**src/gp_timer_cmp_map.svh**
```systemverilog
// Purpose: Register offsets, field positions and reset values of the timer compare and interrupt block.
// Assumes: Byte addresses on a 32-bit word-aligned register port.
// Notes: Definitions only; included by bare name.
`ifndef GP_TIMER_CMP_MAP_SVH
`define GP_TIMER_CMP_MAP_SVH

// Register byte addresses.
`define ADDR_COMPARE_C_LOW 32'h40000020
`define ADDR_COMPARE_C_HIGH 32'h40000024
`define ADDR_IRQ_ENABLE 32'h40000028
`define ADDR_IRQ_STATUS 32'h4000002C
`define ADDR_IRQ_CLEAR 32'h40000030

// Reset values.
`define RST_COMPARE_C_LOW 16'h3FFF
`define RST_COMPARE_C_HIGH 16'h0000
`define RST_IRQ_ENABLE 16'h0000

// Field positions; bits 0 to 3 are shared by enable, status and clear registers, freeze and enable-sync are status only.
`define BIT_MATCH_A 0
`define BIT_MATCH_B 1
`define BIT_MATCH_C 2
`define BIT_ROLL 3
`define BIT_FREEZE 7
`define BIT_EN_SYNC 8

// Number of sticky event flags.
`define NUM_FLAGS 4

`endif

```
**src/gp_timer_pkg.sv**
```systemverilog
// Purpose: Shared types of the timer compare and interrupt block.
// Assumes: Constants live in gp_timer_cmp_map.svh.
// Notes: Nothing here is imported; users write gp_timer_pkg::name.
package gp_timer_pkg;
   typedef logic [15:0] half_t;
   typedef logic [31:0] word_t;
   typedef logic [3:0] flag_vec_t;
endpackage

```
**src/gp_sticky_flag.sv**
```systemverilog
// Purpose: One sticky event flag with a clear request carried to the slow tick.
// Assumes: slow_tick is a one-cycle enable marking an edge of the 32.768 kHz count domain.
// Notes: A set in the tick that applies a clear wins, so no event is lost.
`timescale 1ns/10ps
module gp_sticky_flag (
   input wire logic mclk,
   input wire logic rst_b,
   input wire logic slow_tick,
   input wire logic set_event,
   input wire logic clr_write,
   output logic flag_reg,
   output logic clr_pend_reg
);

   // The clear write is held until the slow domain takes it, then drops by itself.
   always_ff @(posedge mclk) begin
      if (!rst_b) begin
         clr_pend_reg <= 1'b0;
      end else if (clr_write) begin
         clr_pend_reg <= 1'b1;
      end else if (slow_tick) begin
         clr_pend_reg <= 1'b0;
      end
   end

   // The flag moves only on the slow tick; a fresh event beats a pending clear.
   always_ff @(posedge mclk) begin
      if (!rst_b) begin
         flag_reg <= 1'b0;
      end else if (slow_tick) begin
         flag_reg <= set_event | (flag_reg & ~clr_pend_reg);
      end
   end

endmodule

```
**src/gp_timer_compare_irq.sv**
```systemverilog
// Purpose: Compare field C, interrupt enables, sticky status and write-one clear of a 32-bit timer.
// Assumes: Counter, mode bits and enable come from neighbouring logic on mclk; slow_tick marks count edges.
// Notes: Matches and clears act on slow_tick, the 32.768 kHz rate seen as an enable on mclk.
//
// The strobed register port was decided locally.
`timescale 1ns/10ps
`include "gp_timer_cmp_map.svh"
module gp_timer_compare_irq (
   input wire logic mclk,
   input wire logic rst_b,
   input wire logic [31:0] addr,
   input wire logic [15:0] wr_data,
   input wire logic wr_stb,
   input wire logic rd_stb,
   output logic [15:0] rd_data,
   input wire logic slow_tick,
   input wire logic [31:0] counter_value,
   input wire logic [31:0] compare_a_value,
   input wire logic [31:0] compare_b_value,
   input wire logic free_run,
   input wire logic count_down,
   input wire logic timer_enable,
   input wire logic freeze_enable,
   input wire logic high_frozen,
   output logic counter_restart,
   output logic counter_run,
   output logic irq
);

   gp_timer_pkg::half_t compare_c_low_reg;
   gp_timer_pkg::half_t compare_c_high_reg;
   gp_timer_pkg::half_t irq_enable_reg;
   gp_timer_pkg::word_t compare_c_value;
   gp_timer_pkg::flag_vec_t flag_set;
   gp_timer_pkg::flag_vec_t flag_clr_wr;
   gp_timer_pkg::flag_vec_t flags;
   gp_timer_pkg::flag_vec_t clr_pend;
   gp_timer_pkg::half_t status_word;
   logic run_reg;
   logic en_sync_reg;
   logic freeze_reg;
   logic wr_clear;
   logic reach_c;
   logic roll_point;

   assign compare_c_value = {compare_c_high_reg, compare_c_low_reg};
   assign wr_clear = wr_stb && (addr == `ADDR_IRQ_CLEAR);
   assign reach_c = (counter_value == compare_c_value);
   assign roll_point = count_down ? (counter_value == 32'h00000000) : (counter_value == 32'hFFFFFFFF);

   // Field C halves are writable at any time; the software side keeps periodic writes to a stopped timer.
   always_ff @(posedge mclk) begin
      if (!rst_b) begin
         compare_c_low_reg <= `RST_COMPARE_C_LOW;
         compare_c_high_reg <= `RST_COMPARE_C_HIGH;
      end else if (wr_stb) begin
         if (addr == `ADDR_COMPARE_C_LOW) begin
            compare_c_low_reg <= wr_data;
         end
         if (addr == `ADDR_COMPARE_C_HIGH) begin
            compare_c_high_reg <= wr_data;
         end
      end
   end

   // Only the four defined enable bits are kept; upper bits are dropped so stray ones cannot gate anything.
   always_ff @(posedge mclk) begin
      if (!rst_b) begin
         irq_enable_reg <= `RST_IRQ_ENABLE;
      end else if (wr_stb && (addr == `ADDR_IRQ_ENABLE)) begin
         irq_enable_reg <= {12'h000, wr_data[3:0]};
      end
   end

   // The enable is taken into the count domain on a slow tick; until then the change shows as pending.
   always_ff @(posedge mclk) begin
      if (!rst_b) begin
         run_reg <= 1'b0;
      end else if (slow_tick) begin
         run_reg <= timer_enable;
      end
   end

   // Pending-enable status compares the bus-side enable with the copy the count domain holds.
   always_ff @(posedge mclk) begin
      if (!rst_b) begin
         en_sync_reg <= 1'b0;
      end else begin
         en_sync_reg <= timer_enable != (slow_tick ? timer_enable : run_reg);
      end
   end

   // Freeze status follows the upper-half latch only while freezing is switched on.
   always_ff @(posedge mclk) begin
      if (!rst_b) begin
         freeze_reg <= 1'b0;
      end else begin
         freeze_reg <= freeze_enable && high_frozen;
      end
   end

   // Each comparison runs only with its enable set and the timer running.
   always_comb begin
      flag_set = 4'h0;
      flag_set[`BIT_MATCH_A] = run_reg && irq_enable_reg[`BIT_MATCH_A] && (counter_value == compare_a_value);
      flag_set[`BIT_MATCH_B] = run_reg && irq_enable_reg[`BIT_MATCH_B] && (counter_value == compare_b_value);
      flag_set[`BIT_MATCH_C] = run_reg && irq_enable_reg[`BIT_MATCH_C] && reach_c;
      flag_set[`BIT_ROLL] = run_reg && irq_enable_reg[`BIT_ROLL] && free_run && roll_point;
   end

   assign flag_clr_wr = wr_clear ? wr_data[3:0] : 4'h0;

   // One sticky flag per event; the clear request rides with the flag until the slow tick.
   for (genvar i = 0; i < `NUM_FLAGS; i++) begin : g_flag
      gp_sticky_flag u_flag (
         .mclk(mclk),
         .rst_b(rst_b),
         .slow_tick(slow_tick),
         .set_event(flag_set[i]),
         .clr_write(flag_clr_wr[i]),
         .flag_reg(flags[i]),
         .clr_pend_reg(clr_pend[i])
      );
   end

   // Periodic restart fires on field C regardless of the match enable, otherwise the period would die with it.
   always_ff @(posedge mclk) begin
      if (!rst_b) begin
         counter_restart <= 1'b0;
      end else begin
         counter_restart <= slow_tick && run_reg && !free_run && reach_c;
      end
   end

   // The counter core is held in reset until the enable has reached the count domain.
   always_ff @(posedge mclk) begin
      if (!rst_b) begin
         counter_run <= 1'b0;
      end else begin
         counter_run <= run_reg;
      end
   end

   // Interrupt request is one cycle behind the flags so the output comes from a flip-flop.
   always_ff @(posedge mclk) begin
      if (!rst_b) begin
         irq <= 1'b0;
      end else begin
         irq <= |flags;
      end
   end

   // Status image; reserved bits read zero.
   always_comb begin
      status_word = 16'h0000;
      status_word[3:0] = flags;
      status_word[`BIT_FREEZE] = freeze_reg;
      status_word[`BIT_EN_SYNC] = en_sync_reg;
   end

   // Read data stand in the cycle after the strobe only; the clear register and unmapped space read zero.
   always_ff @(posedge mclk) begin
      if (!rst_b) begin
         rd_data <= 16'h0000;
      end else if (rd_stb) begin
         unique case (addr)
            `ADDR_COMPARE_C_LOW: rd_data <= compare_c_low_reg;
            `ADDR_COMPARE_C_HIGH: rd_data <= compare_c_high_reg;
            `ADDR_IRQ_ENABLE: rd_data <= irq_enable_reg;
            `ADDR_IRQ_STATUS: rd_data <= status_word;
            default: rd_data <= 16'h0000;
         endcase
      end else begin
         rd_data <= 16'h0000;
      end
   end

   // Checks on the behaviour above.
   property p_restart_on_c;
      @(posedge mclk) disable iff (!rst_b)
      slow_tick && run_reg && !free_run && reach_c |=> counter_restart;
   endproperty
   a_restart_on_c: assert property (p_restart_on_c) else $error("No restart at field C.");

   property p_no_restart_free;
      @(posedge mclk) disable iff (!rst_b)
      free_run && !$past(free_run) == 1'b0 && free_run |=> !counter_restart;
   endproperty
   a_no_restart_free: assert property (p_no_restart_free) else $error("Restart in free-running mode.");

   property p_c_low_write;
      @(posedge mclk) disable iff (!rst_b)
      wr_stb && (addr == `ADDR_COMPARE_C_LOW) |=> compare_c_low_reg == $past(wr_data);
   endproperty
   a_c_low_write: assert property (p_c_low_write) else $error("Field C low write lost.");

   property p_c_gate;
      @(posedge mclk) disable iff (!rst_b)
      !irq_enable_reg[`BIT_MATCH_C] && !flags[`BIT_MATCH_C] |=> !flags[`BIT_MATCH_C];
   endproperty
   a_c_gate: assert property (p_c_gate) else $error("C flag set while disabled.");

   property p_roll_gate;
      @(posedge mclk) disable iff (!rst_b)
      !irq_enable_reg[`BIT_ROLL] && !flags[`BIT_ROLL] |=> !flags[`BIT_ROLL];
   endproperty
   a_roll_gate: assert property (p_roll_gate) else $error("Roll flag set while disabled.");

   property p_match_b_sets;
      @(posedge mclk) disable iff (!rst_b)
      slow_tick && run_reg && irq_enable_reg[`BIT_MATCH_B] && (counter_value == compare_b_value)
         |=> flags[`BIT_MATCH_B] ##1 irq;
   endproperty
   a_match_b_sets: assert property (p_match_b_sets) else $error("B match did not raise flag and irq.");

   property p_roll_sets;
      @(posedge mclk) disable iff (!rst_b)
      slow_tick && run_reg && irq_enable_reg[`BIT_ROLL] && free_run && !count_down
         && (counter_value == 32'hFFFFFFFF) |=> flags[`BIT_ROLL];
   endproperty
   a_roll_sets: assert property (p_roll_sets) else $error("Rollover flag not set.");

   property p_flag_holds;
      @(posedge mclk) disable iff (!rst_b)
      flags[`BIT_MATCH_A] && !clr_pend[`BIT_MATCH_A] && !flag_clr_wr[`BIT_MATCH_A] |=> flags[`BIT_MATCH_A];
   endproperty
   a_flag_holds: assert property (p_flag_holds) else $error("Flag A dropped without a clear.");

   property p_clear_applies;
      @(posedge mclk) disable iff (!rst_b)
      slow_tick && clr_pend[`BIT_MATCH_A] && !flag_set[`BIT_MATCH_A] && !flag_clr_wr[`BIT_MATCH_A]
         |=> !flags[`BIT_MATCH_A] && !clr_pend[`BIT_MATCH_A];
   endproperty
   a_clear_applies: assert property (p_clear_applies) else $error("Clear A not applied once.");

   property p_clear_kept;
      @(posedge mclk) disable iff (!rst_b)
      flag_clr_wr[`BIT_MATCH_C] |=> clr_pend[`BIT_MATCH_C];
   endproperty
   a_clear_kept: assert property (p_clear_kept) else $error("Clear C request lost.");

   property p_en_sync;
      @(posedge mclk) disable iff (!rst_b)
      (timer_enable != run_reg) && !slow_tick |=> en_sync_reg;
   endproperty
   a_en_sync: assert property (p_en_sync) else $error("Enable change not shown pending.");

   property p_freeze;
      @(posedge mclk) disable iff (!rst_b)
      freeze_enable && high_frozen |=> freeze_reg;
   endproperty
   a_freeze: assert property (p_freeze) else $error("Freeze status missing.");

   property p_hold_reset;
      @(posedge mclk) disable iff (!rst_b)
      !run_reg |=> !counter_run && !counter_restart;
   endproperty
   a_hold_reset: assert property (p_hold_reset) else $error("Timer ran while disabled.");

   property p_irq_level;
      @(posedge mclk) disable iff (!rst_b)
      (flags == 4'h0) |=> !irq;
   endproperty
   a_irq_level: assert property (p_irq_level) else $error("Irq high with no flag.");

   property p_enable_read;
      @(posedge mclk) disable iff (!rst_b)
      rd_stb && (addr == `ADDR_IRQ_ENABLE) |=> rd_data == {12'h000, $past(irq_enable_reg[3:0])};
   endproperty
   a_enable_read: assert property (p_enable_read) else $error("Enable readback wrong.");

   c_restart: cover property (@(posedge mclk) disable iff (!rst_b) counter_restart);
   c_set_and_clear: cover property (@(posedge mclk) disable iff (!rst_b)
      slow_tick && flag_set[`BIT_MATCH_A] && clr_pend[`BIT_MATCH_A]);
   c_roll: cover property (@(posedge mclk) disable iff (!rst_b) flags[`BIT_ROLL]);
   c_en_sync: cover property (@(posedge mclk) disable iff (!rst_b) $fell(en_sync_reg));

endmodule

```
**config.mk**
```make
export PLATFORM = sky130hd
export DESIGN_NAME = gp_timer_compare_irq
export DESIGN_NICKNAME = d
export VERILOG_FILES = /design/src/gp_timer_pkg.sv /design/src/gp_sticky_flag.sv /design/src/gp_timer_compare_irq.sv
export VERILOG_INCLUDE_DIRS = /design/src
export SDC_FILE = /design/constraint.sdc
export NUM_CORES = 1
export LEC_CHECK = 0
export ABC_AREA = 1
export BUFFER_PORTS_ARGS = -buffer_cell sky130_fd_sc_hd__buf_2
export CAP_MARGIN = 10
export CORE_MARGIN = 8
export CORE_UTILIZATION = 50
export DETAILED_ROUTE_END_ITERATION = 16
export GPL_TIMING_DRIVEN = 0
export HOLD_SLACK_MARGIN = 0.03
export MAX_ROUTING_LAYER = met4
export PLACE_DENSITY_LB_ADDON = 0.05
export SYNTH_ARGS = -nofsm -noshare
export SYNTH_HDL_FRONTEND = slang
export SYNTH_SLANG_ARGS = --single-unit
export TNS_END_PERCENT = 1
```
**constraint.sdc**
```tcl
create_clock -name mclk -period 1.9 [get_ports mclk]
set_input_delay 0.38 -clock mclk [delete_from_list [all_inputs] [get_ports mclk]]
set_output_delay 0.38 -clock mclk [all_outputs]
set_load 0.005 [all_outputs]
```
==> impl_metrics.json, run 1 <==
{
  "p_int_mw": 2.364,
  "ys_types": 24,
  "antenna_found_initial": 0,
  "clk_pin_slew_worst_paths_ns": 0.07,
  "switching_power_mw": 0.8432,
  "cts_setup_buffers": 0,
  "p_clk_frac": 0.404,
  "r2r_cells": 8,
  "area_growth_syn_to_layout_pct": 24.05,
  "path_depth": 10,
  "syn_area_mm2": 0.004453,
  "yosysSeqAreaShare": 0.2967,
  "cts_tree": "done",
  "first_pass_iters": 6,
  "cts_buffers": 9,
  "status": "complete, no violations",
  "max_stage_delay_ns": 0.24,
  "fin_skew_ns": 0.01041,
  "path_delay_family": "simple AND/OR/NAND/NOR gates",
  "htreeDepth": 3,
  "hpwl_um": 11950,
  "switching_share": 0.2630,
  "ir_worst_vdd_v": 0.0004550,
  "grt_pass1_vias": 4750,
  "pwr-share-comb": 0.163,
  "async_flop_share": 0,
  "die_area_mm2": 0.01218,
  "hold_viol": 0,
  "routedWlPerCell_um": 14.98,
  "period_needed_ns": 1.471,
  "max_slew_margin": 0.5643,
  "crit_slowest_cell": "nor2_4",
  "power_mw": 3.207,
  "rsz0062_at_grt": "no",
  "synth_edf_count": 0,
  "drv_slew": 0,
  "grt.overflow.total": 0,
  "start_util": 0.5131,
  "worst_pin_slew_ns": 0.6535,
  "ant_nets": 0,
  "final_layout_size_suffix_gt1_frac": 0.2151,
  "critPathBufInv": 2,
  "ys_ff_latch": 66,
  "cp-start-kind": "primary input",
  "max_freq_mhz": 679.6,
  "layout.nets": 1010,
  "ys.flop_type": "dfxtp_1",
  "crit_type": "in -> reg",
  "critPathMaxFanout": 10,
  "pwr_density_cell_mw_per_mm2": 580.5,
  "num_rows": 34,
  "hold_path_depth": 2,
  "cts_sinks": 66,
  "io_buffers": 144,
  "cts_hold_buffers": 0,
  "clkLatencyLatePin_ns": 0.35,
  "finalSetupViolations": 0,
  "grt_max_degree": 13,
  "drc": 0,
  "core_mm2": 0.008678,
  "via_per_inst": 5.041,
  "num_io_pins": 173,
  "vias": 4880,
  "die_x_um": 110.4,
  "yosys_warnings": 0,
  "required_ns": 2.10,
  "period_share": 0.7744,
  "drt_wl_total_um": 14500,
  "cts_max_path_buffers": 2,
  "synthCells": 701,
  "critPathCaptureType": "flop",
  "hp-class": "in -> reg",
  "crit_arrival_ns": 1.67,
  "grt_usage": 0.2413,
  "cts_root_buf": "clkbuf_8",
  "static-leakage-power_nw": 2.508,
  "grt_pass1_wl_um": 22360,
  "crit_chain": "buf_2 > nor2_1 > nand2_1 > nor2_4 > nand3_2 > nor2_4 > nand2_4 > buf_6 > nand2_1 > nand3_1",
  "cap_violations": 0,
  "syn_area_per_cell_um2": 6.352,
  "finalSetupTns_ns": 0,
  "num_antenna_cells": 0,
  "syn_nets": 855,
  "p_seq_frac": 0.433,
  "dieHeight_um": 110.4,
  "cts_resized": 0,
  "first_iter_violations": 425,
  "place_congestion": 0.9074
}
cells in the mapped netlist, types with 3 or more instances:
cell type | number | area [µm²]
a21oi_1 | 34 | 170.2
buf_2 | 4 | 20.02
buf_6 | 5 | 56.30
clkbuf_1 | 32 | 120.1
dfxtp_1 | 66 | 1321
inv_1 | 54 | 202.7
nand2_1 | 210 | 788.3
nand2_4 | 3 | 33.78
nand3_1 | 83 | 415.4
nand3_2 | 3 | 30.03
nand4_1 | 12 | 75.07
nor2_1 | 95 | 356.6
nor2_2 | 5 | 31.28
nor2_4 | 4 | 45.04
xnor2_1 | 65 | 569.3
xor2_1 | 17 | 148.9
worst reg2reg max path, delay by kind of cell, from the launching register on:
family	cells	cell delay, ns
AOI/OAI and AO/OA	1	0.14
DFF	1	0.48
and+or+nand+nor	7	0.71
power groups by stage:
stage	Combinational, mW	Clock [mW]	Sequential (mW)
3_3_place_gp	0.508	0	1.42
4_1_cts	0.524	1.30	1.39
3_5_place_dp	0.521	0	1.42
2_1_floorplan	0.298	0	1.42
5_1_grt	0.581	1.37	1.39
6_report	0.522	1.30	1.39
layout by cell type, fill, tap and decap left out, types with 2 or more instances in the layout:
cell / instances
nand2_4: 3
inv_1: 54
dfxtp_1: 66
bufinv_16: 2
nand2_1: 210
nand3_2: 3
nand3_1: 83
buf_6: 5
nand4_1: 12
buf_2: 148
xnor2_1: 65
a21oi_1: 34
nor2_2: 5
nor2_1: 95
clkbuf_8: 9
xor2_1: 17
nor2_4: 4
nor3_1: 2
clkinvlp_4: 3
clkbuf_1: 32
area by class of cell:
class / instances / area, µm²
multi-input combinational: 539 / 2725
inverter: 54 / 202.7
buffer: 42 / 203.9
clock buffer: 9 / 123.9
timing repair buffer: 144 / 720.7
clock inverter: 6 / 91.34
sequential: 66 / 1321
tap: 108 / 135.1
fill: 873 / 3154
layer usage:
| metal | part of all wire | track usage | up-vias |
|---|---|---|---|
| met1 | 0.42 | 0.2867 | 2191 |
| met2 | 0.49 | 0.4128 | 185 |
| met3 | 0.075 | 0.03605 | 21 |
| met5 | 0 | - | - |
| li1 | - | - | 2483 |
| met4 | 0.014 | 0.06946 | 0 |
through the flow:
step	std cells	instance area, µm²	setup WS [ns]	utilization	hold WS, ns
final	968	5524	0.4286	0.6365	0.2100
after detailed placement	953	5309	0.09302	0.6117	0.4593
after global placement	953	5309	0.1000	0.6117	0.4573
after CTS	968	5524	0.4423	0.6365	0.2052
after floorplan	701	4453	0.4228	-	0.4445
after global routing	968	5524	0.2551	0.6365	0.2185
cell families after synthesis:
| group | after synthesis | synth area share |
|---|---|---|
| simple gates | 420 | 0.4083 |
| buf+inv | 96 | 0.09132 |
| xor+xnor | 82 | 0.1613 |
| flops | 66 | 0.2967 |
| compound gates | 37 | 0.04243 |
path summary, 6_finish.rpt:
kind / start / endpoint / slack [ns]
setup / recovery: addr[15] / compare_c_low_reg[4] / 0.43
hold / removal: free_run / counter_restart / 0.21
setup reg to reg: compare_c_high_reg[4] / g_flag[2].u_flag.flag_reg / 0.50
hold reg to reg: g_flag[3].u_flag.clr_pend_reg / g_flag[3].u_flag.clr_pend_reg / 0.47
Power figures use the tool's default switching activity.
==> inputs of run 2 (changes only) <==
==> constraint.sdc (replaced) <==
create_clock -name mclk -period 1.43 [get_ports mclk]
set_input_delay 0.286 -clock mclk [delete_from_list [all_inputs] [get_ports mclk]]
set_output_delay 0.286 -clock mclk [all_outputs]
set_load 0.005 [all_outputs]
==> run 2 against run 1 <==
Effect of this change:
- global-route usage did not move
- register-to-register slack got worse by 0.47 ns
- routed wire length barely moved
- combinational power rose by 33%
- highest routed layer unchanged
- sequential cell count did not move
- largest cell class unchanged
- count of clock-buffer cells in the layout did not move
- die area did not move
==> impl_metrics.json, run 2 (synthesized netlist as in run 1, its figures left out) <==
{
  "clkLatencyLatePin_ns": 0.35,
  "layout_common_cells": "nand2_1, buf_2, nor2_1, nand3_1, xnor2_1",
  "rsz0062_at_grt": "yes",
  "num_antenna_cells": 0,
  "holdWs_ns": 0.1126,
  "final_area_mm2": 0.005539,
  "io_buffers": 144,
  "clk_pin_slew_worst_paths_ns": 0.08,
  "vias": 4926,
  "grt_max_degree": 13,
  "critPathMaxFanout": 4,
  "hold_viol": 0,
  "pwr_density_cell_mw_per_mm2": 771.7,
  "area_growth_syn_to_layout_pct": 24.39,
  "cts_root_buf": "clkbuf_8",
  "grt_pass1_wl_um": 22370,
  "first_pass_iters": 5,
  "hpwl_um": 11950,
  "static-leakage-power_nw": 2.509,
  "critPathLaunch": "compare_c_high_reg[4]",
  "final_common_cell": "nand2_1",
  "reg2reg_to": "g_flag[2].u_flag.flag_reg",
  "period_share": 0.9782,
  "cts_max_path_buffers": 2,
  "critPathCaptureType": "flop",
  "num_rows": 34,
  "place_congestion": 0.9074,
  "max_freq_mhz": 714.9,
  "crit_arrival_ns": 1.68,
  "worst_pin_slew_ns": 0.6126,
  "r2r_cells": 8,
  "cap_violations": 0,
  "cts_hold_buffers": 0,
  "dieHeight_um": 110.4,
  "fin_util": 0.6383,
  "antenna_found_initial": 0,
  "htreeDepth": 3,
  "grt_usage": 0.2413,
  "drt_wl_total_um": 14510,
  "period_needed_ns": 1.399,
  "fillers": 872,
  "dpl-instance-area_mm2": 0.005309,
  "reg2reg_slack_ns": 0.03,
  "worstReg2RegStart": "compare_c_high_reg[4]",
  "die_area_mm2": 0.01218,
  "num_io_pins": 173,
  "ir_worst_vdd_v": 0.0005993,
  "setup_ws_ns": 0.03122,
  "drc": 0,
  "via_per_inst": 5.089,
  "fin_skew_ns": 0.01014,
  "first_iter_violations": 393,
  "ant_nets": 0,
  "crit_type": "reg -> reg",
  "grt.overflow.total": 0,
  "finalSetupViolations": 0,
  "routedWlPerCell_um": 14.99,
  "worstHoldStart": "free_run",
  "max_slew_margin": 0.5916,
  "die_x_um": 110.4,
  "status": "complete, no violations",
  "layout.nets": 1010,
  "hold_path_depth": 2,
  "required_ns": 1.71,
  "pre_cts_ws_ns": -0.2830,
  "hp-class": "in -> reg",
  "cts_sinks": 66,
  "cts_buffers": 9,
  "core_mm2": 0.008678,
  "power_mw": 4.275,
  "grt_pass1_vias": 4752,
  "drv_slew": 0,
  "cp-start-kind": "flop",
  "start_util": 0.5131,
  "hold_end": "counter_restart",
  "cts_tree": "done",
  "final_layout_size_suffix_gt1_frac": 0.2186
}
run 2: through the flow:
| stage | std cells | TNS (ns) |
|---|---|---|
| 3_3_place_gp | 953 | -10.13 |
| 6_report | 968 | 0 |
| 3_5_place_dp | 953 | -11.69 |
| 2_1_floorplan | 701 | 0 |
| 4_1_cts | 968 | 0 |
| 5_1_grt | 968 | -0.1089 |
run 2: how the worst max path moves through the flow:
stage                                      to  slack, ns
finish              g_flag[2].u_flag.flag_reg       0.03
detailed placement                 rd_data[8]      -0.28
CTS                                rd_data[8]       0.07
global placement                   rd_data[8]      -0.28
floorplan                compare_c_low_reg[9]       0.05
global route        g_flag[2].u_flag.flag_reg      -0.04
run 2: repair_timing:
| item | CTS | global route |
|---|---|---|
| endpoints found under the setup margin | 0 | 19 |
| hold endpoints to repair | 0 | 0 |
| gates resized for setup | 0 | 5 |
| setup buffers | 0 | 0 |
run 2: worst max-delay path, stage by stage, from the launching register on:
cell,delay [ns]
dfxtp_1,0.47
nand2_1,0.09
nand2_1,0.08
nand2_1,0.05
nor2_1,0.09
nand2_1,0.05
nor2_1,0.19
nand3_1,0.16
a21oi_1,0.14
run 2: cell type report:
cell class	instances	area (µm²)	share of cell area
Inverter	54	202.7	0.03659
Clock inverter	6	91.34	0.01649
Sequential cell	66	1324	0.2390
Clock buffer	9	123.9	0.02236
Tap cell	108	135.1	0.02440
Buffer	42	203.9	0.03682
Multi-Input combinational cell	539	2738	0.4942
Timing Repair Buffer	144	720.7	0.1301
run 2: report_power, final:
part           internal (mW)  total, mW  leakage (nW)  switching [mW]
Clock                  0.977       1.73        0.0979           0.757
Combinational          0.321      0.694          1.88           0.373
Sequential              1.84       1.85         0.534         0.00342
run 2: layer usage:
metal / up-vias / track usage / wire length [µm]
met5: - / - / 0
met4: 0 / 0.06660 / 189
met3: 20 / 0.03488 / 1317
met2: 216 / 0.4153 / 7163
met1: 2210 / 0.2863 / 5835
li1: 2480 / - / -
==> inputs of run 3 (changes only) <==
==> constraint.sdc (replaced) <==
create_clock -name mclk -period 1.4 [get_ports mclk]
set_input_delay 0.28 -clock mclk [delete_from_list [all_inputs] [get_ports mclk]]
set_output_delay 0.28 -clock mclk [all_outputs]
set_load 0.005 [all_outputs]
==> run 3 against run 2 <==
Effect of this change:
- utilization rose by 0.39 points
- sequential cell count unchanged
- combinational power up 2%
- maximum frequency rose by 5.7%
- via count shrank 0.18%
- total power grew 2.0%
- setup slack better by 0.045 ns
- highest routed layer unchanged
- non-clock buffer count increased by 2
==> impl_metrics.json, run 3 (synthesized netlist as in run 1, its figures left out) <==
{
  "status": "complete, no violations",
  "hp-class": "in -> reg",
  "start_util": 0.5131,
  "period_needed_ns": 1.324,
  "die_x_um": 110.4,
  "crit_type": "reg -> reg",
  "dpl-instance-area_mm2": 0.005309,
  "vias": 4917,
  "layout.nets": 1012,
  "clk_pin_slew_worst_paths_ns": 0.07,
  "rsz0062_at_grt": "yes",
  "worst_pin_slew_ns": 0.6425,
  "switching_power_mw": 1.151,
  "first_iter_violations": 385,
  "first_pass_iters": 5,
  "p_int_mw": 3.208,
  "num_antenna_cells": 0,
  "cts_sinks": 66,
  "finalSetupViolations": 0,
  "holdWs_ns": 0.1095,
  "final_common_cell": "nand2_1",
  "io_buffers": 144,
  "path_depth": 7,
  "critPathMaxFanout": 3,
  "pwr-share-comb": 0.163,
  "crit_chain": "xnor2_1 > nand2_1 > nor2_1 > nand2_1 > nor2_2 > nand3_1 > a21oi_1",
  "final_area_mm2": 0.005573,
  "dieHeight_um": 110.4,
  "reg2reg_to": "g_flag[2].u_flag.flag_reg",
  "place_congestion": 0.9074,
  "max_stage_delay_ns": 0.44,
  "path_delay_family": "simple AND/OR/NAND/NOR gates",
  "clkLatencyLatePin_ns": 0.35,
  "r2r_cells": 7,
  "grt_pass1_wl_um": 22370,
  "drv_slew": 0,
  "num_rows": 34,
  "power_mw": 4.359,
  "critPathBufInv": 0,
  "multi_input_area_mm2": 0.002753,
  "cts_buffers": 9,
  "path_common_cell": "nand2_1",
  "ant_nets": 0,
  "grt_max_degree": 13,
  "switching_share": 0.2640,
  "cts_max_path_buffers": 2,
  "htreeDepth": 3,
  "reg2reg_slack_ns": 0.08,
  "antenna_found_initial": 0,
  "cts_tree": "done",
  "routedWlPerCell_um": 14.94,
  "critPathCapture": "g_flag[2].u_flag.flag_reg",
  "seq_area_mm2": 0.001328,
  "cp-start-kind": "flop",
  "max_slew_margin": 0.5717,
  "via_per_inst": 5.069,
  "crit_arrival_ns": 1.60,
  "critPathLaunch": "compare_c_low_reg[3]",
  "required_ns": 1.68,
  "period_share": 0.9454,
  "drc": 0,
  "p_seq_frac": 0.433,
  "hold_viol": 0,
  "die_area_mm2": 0.01218,
  "fillers": 865,
  "p_clk_frac": 0.405,
  "drt_wl_total_um": 14490,
  "critPathCaptureType": "flop",
  "grt.overflow.total": 0,
  "fin_skew_ns": 0.009774,
  "num_io_pins": 173,
  "area_growth_syn_to_layout_pct": 25.15,
  "final_layout_size_suffix_gt1_frac": 0.2309,
  "worstReg2RegStart": "compare_c_low_reg[3]",
  "grt_usage": 0.2413,
  "static-leakage-power_nw": 2.523,
  "pwr_density_cell_mw_per_mm2": 782.1,
  "grt_pass1_vias": 4752,
  "cap_violations": 0,
  "core_mm2": 0.008678,
  "ir_worst_vdd_v": 0.0006178,
  "cts_root_buf": "clkbuf_8",
  "layout_common_cells": "nand2_1, buf_2, nor2_1, nand3_1, xnor2_1",
  "crit_slowest_cell": "dfxtp_1",
  "hpwl_um": 11950,
  "max_freq_mhz": 755.6
}
[run 3: cell count changes in the layout (fill, tap and decap cells not counted), sizes merged]
cell / previous run / this run
buf: 154 / 156
[run 3: power by group through the flow]
| stage | registers, mW | logic, mW | clock network [mW] |
|---|---|---|---|
| 6_report | 1.89 | 0.709 | 1.76 |
| 5_1_grt | 1.89 | 0.789 | 1.85 |
| 4_1_cts | 1.89 | 0.711 | 1.77 |
| 3_5_place_dp | 1.93 | 0.707 | 0 |
| 3_3_place_gp | 1.93 | 0.690 | 0 |
| 2_1_floorplan | 1.93 | 0.404 | 0 |
[run 3: worst min-delay path by stage]
stage / from / end / slack, ns / cells past startpoint
2_1_floorplan: free_run / counter_restart / 0.36 / 1
3_3_place_gp: g_flag[1].u_flag.clr_pend_reg / g_flag[1].u_flag.clr_pend_reg / 0.46 / 2
3_5_place_dp: g_flag[3].u_flag.clr_pend_reg / g_flag[3].u_flag.clr_pend_reg / 0.46 / 2
4_1_cts: free_run / counter_restart / 0.11 / 2
5_1_grt: free_run / counter_restart / 0.12 / 2
6_report: free_run / counter_restart / 0.11 / 2
[run 3: layer usage]
| layer | GRT usage | vias to the layer above | part of all wire |
|---|---|---|---|
| li1 | - | 2486 | - |
| met1 | 0.2863 | 2180 | 0.40 |
| met2 | 0.4153 | 223 | 0.49 |
| met3 | 0.03488 | 28 | 0.088 |
| met4 | 0.06660 | 0 | 0.017 |
| met5 | - | - | 0 |
[run 3: final cells by class]
type                            instances  share of cell area
Sequential cell                        66              0.2382
Clock inverter                          6             0.01639
Timing Repair Buffer                  146              0.1320
Inverter                               54             0.03637
Tap cell                              108             0.02425
Clock buffer                            9             0.02223
Multi-Input combinational cell        539              0.4939
Buffer                                 42             0.03660
[run 3: repair_timing]
action | CTS | global route
hold endpoints to repair | 0 | 0
gates resized for setup | 0 | 13
setup buffers | 0 | 2
hold buffers | 0 | 0
endpoints found under the setup margin | 0 | 32
[run 3: metrics by stage]
stage	TNS [ns]	instances	setup slack, ns	util
after floorplan	0	701	0.02281	-
after global placement	-11.64	953	-0.3000	0.6117
after detailed placement	-13.20	953	-0.3070	0.6117
after CTS	0	968	0.04167	0.6365
after global routing	-0.1011	970	-0.02535	0.6422
final	0	970	0.07648	0.6422
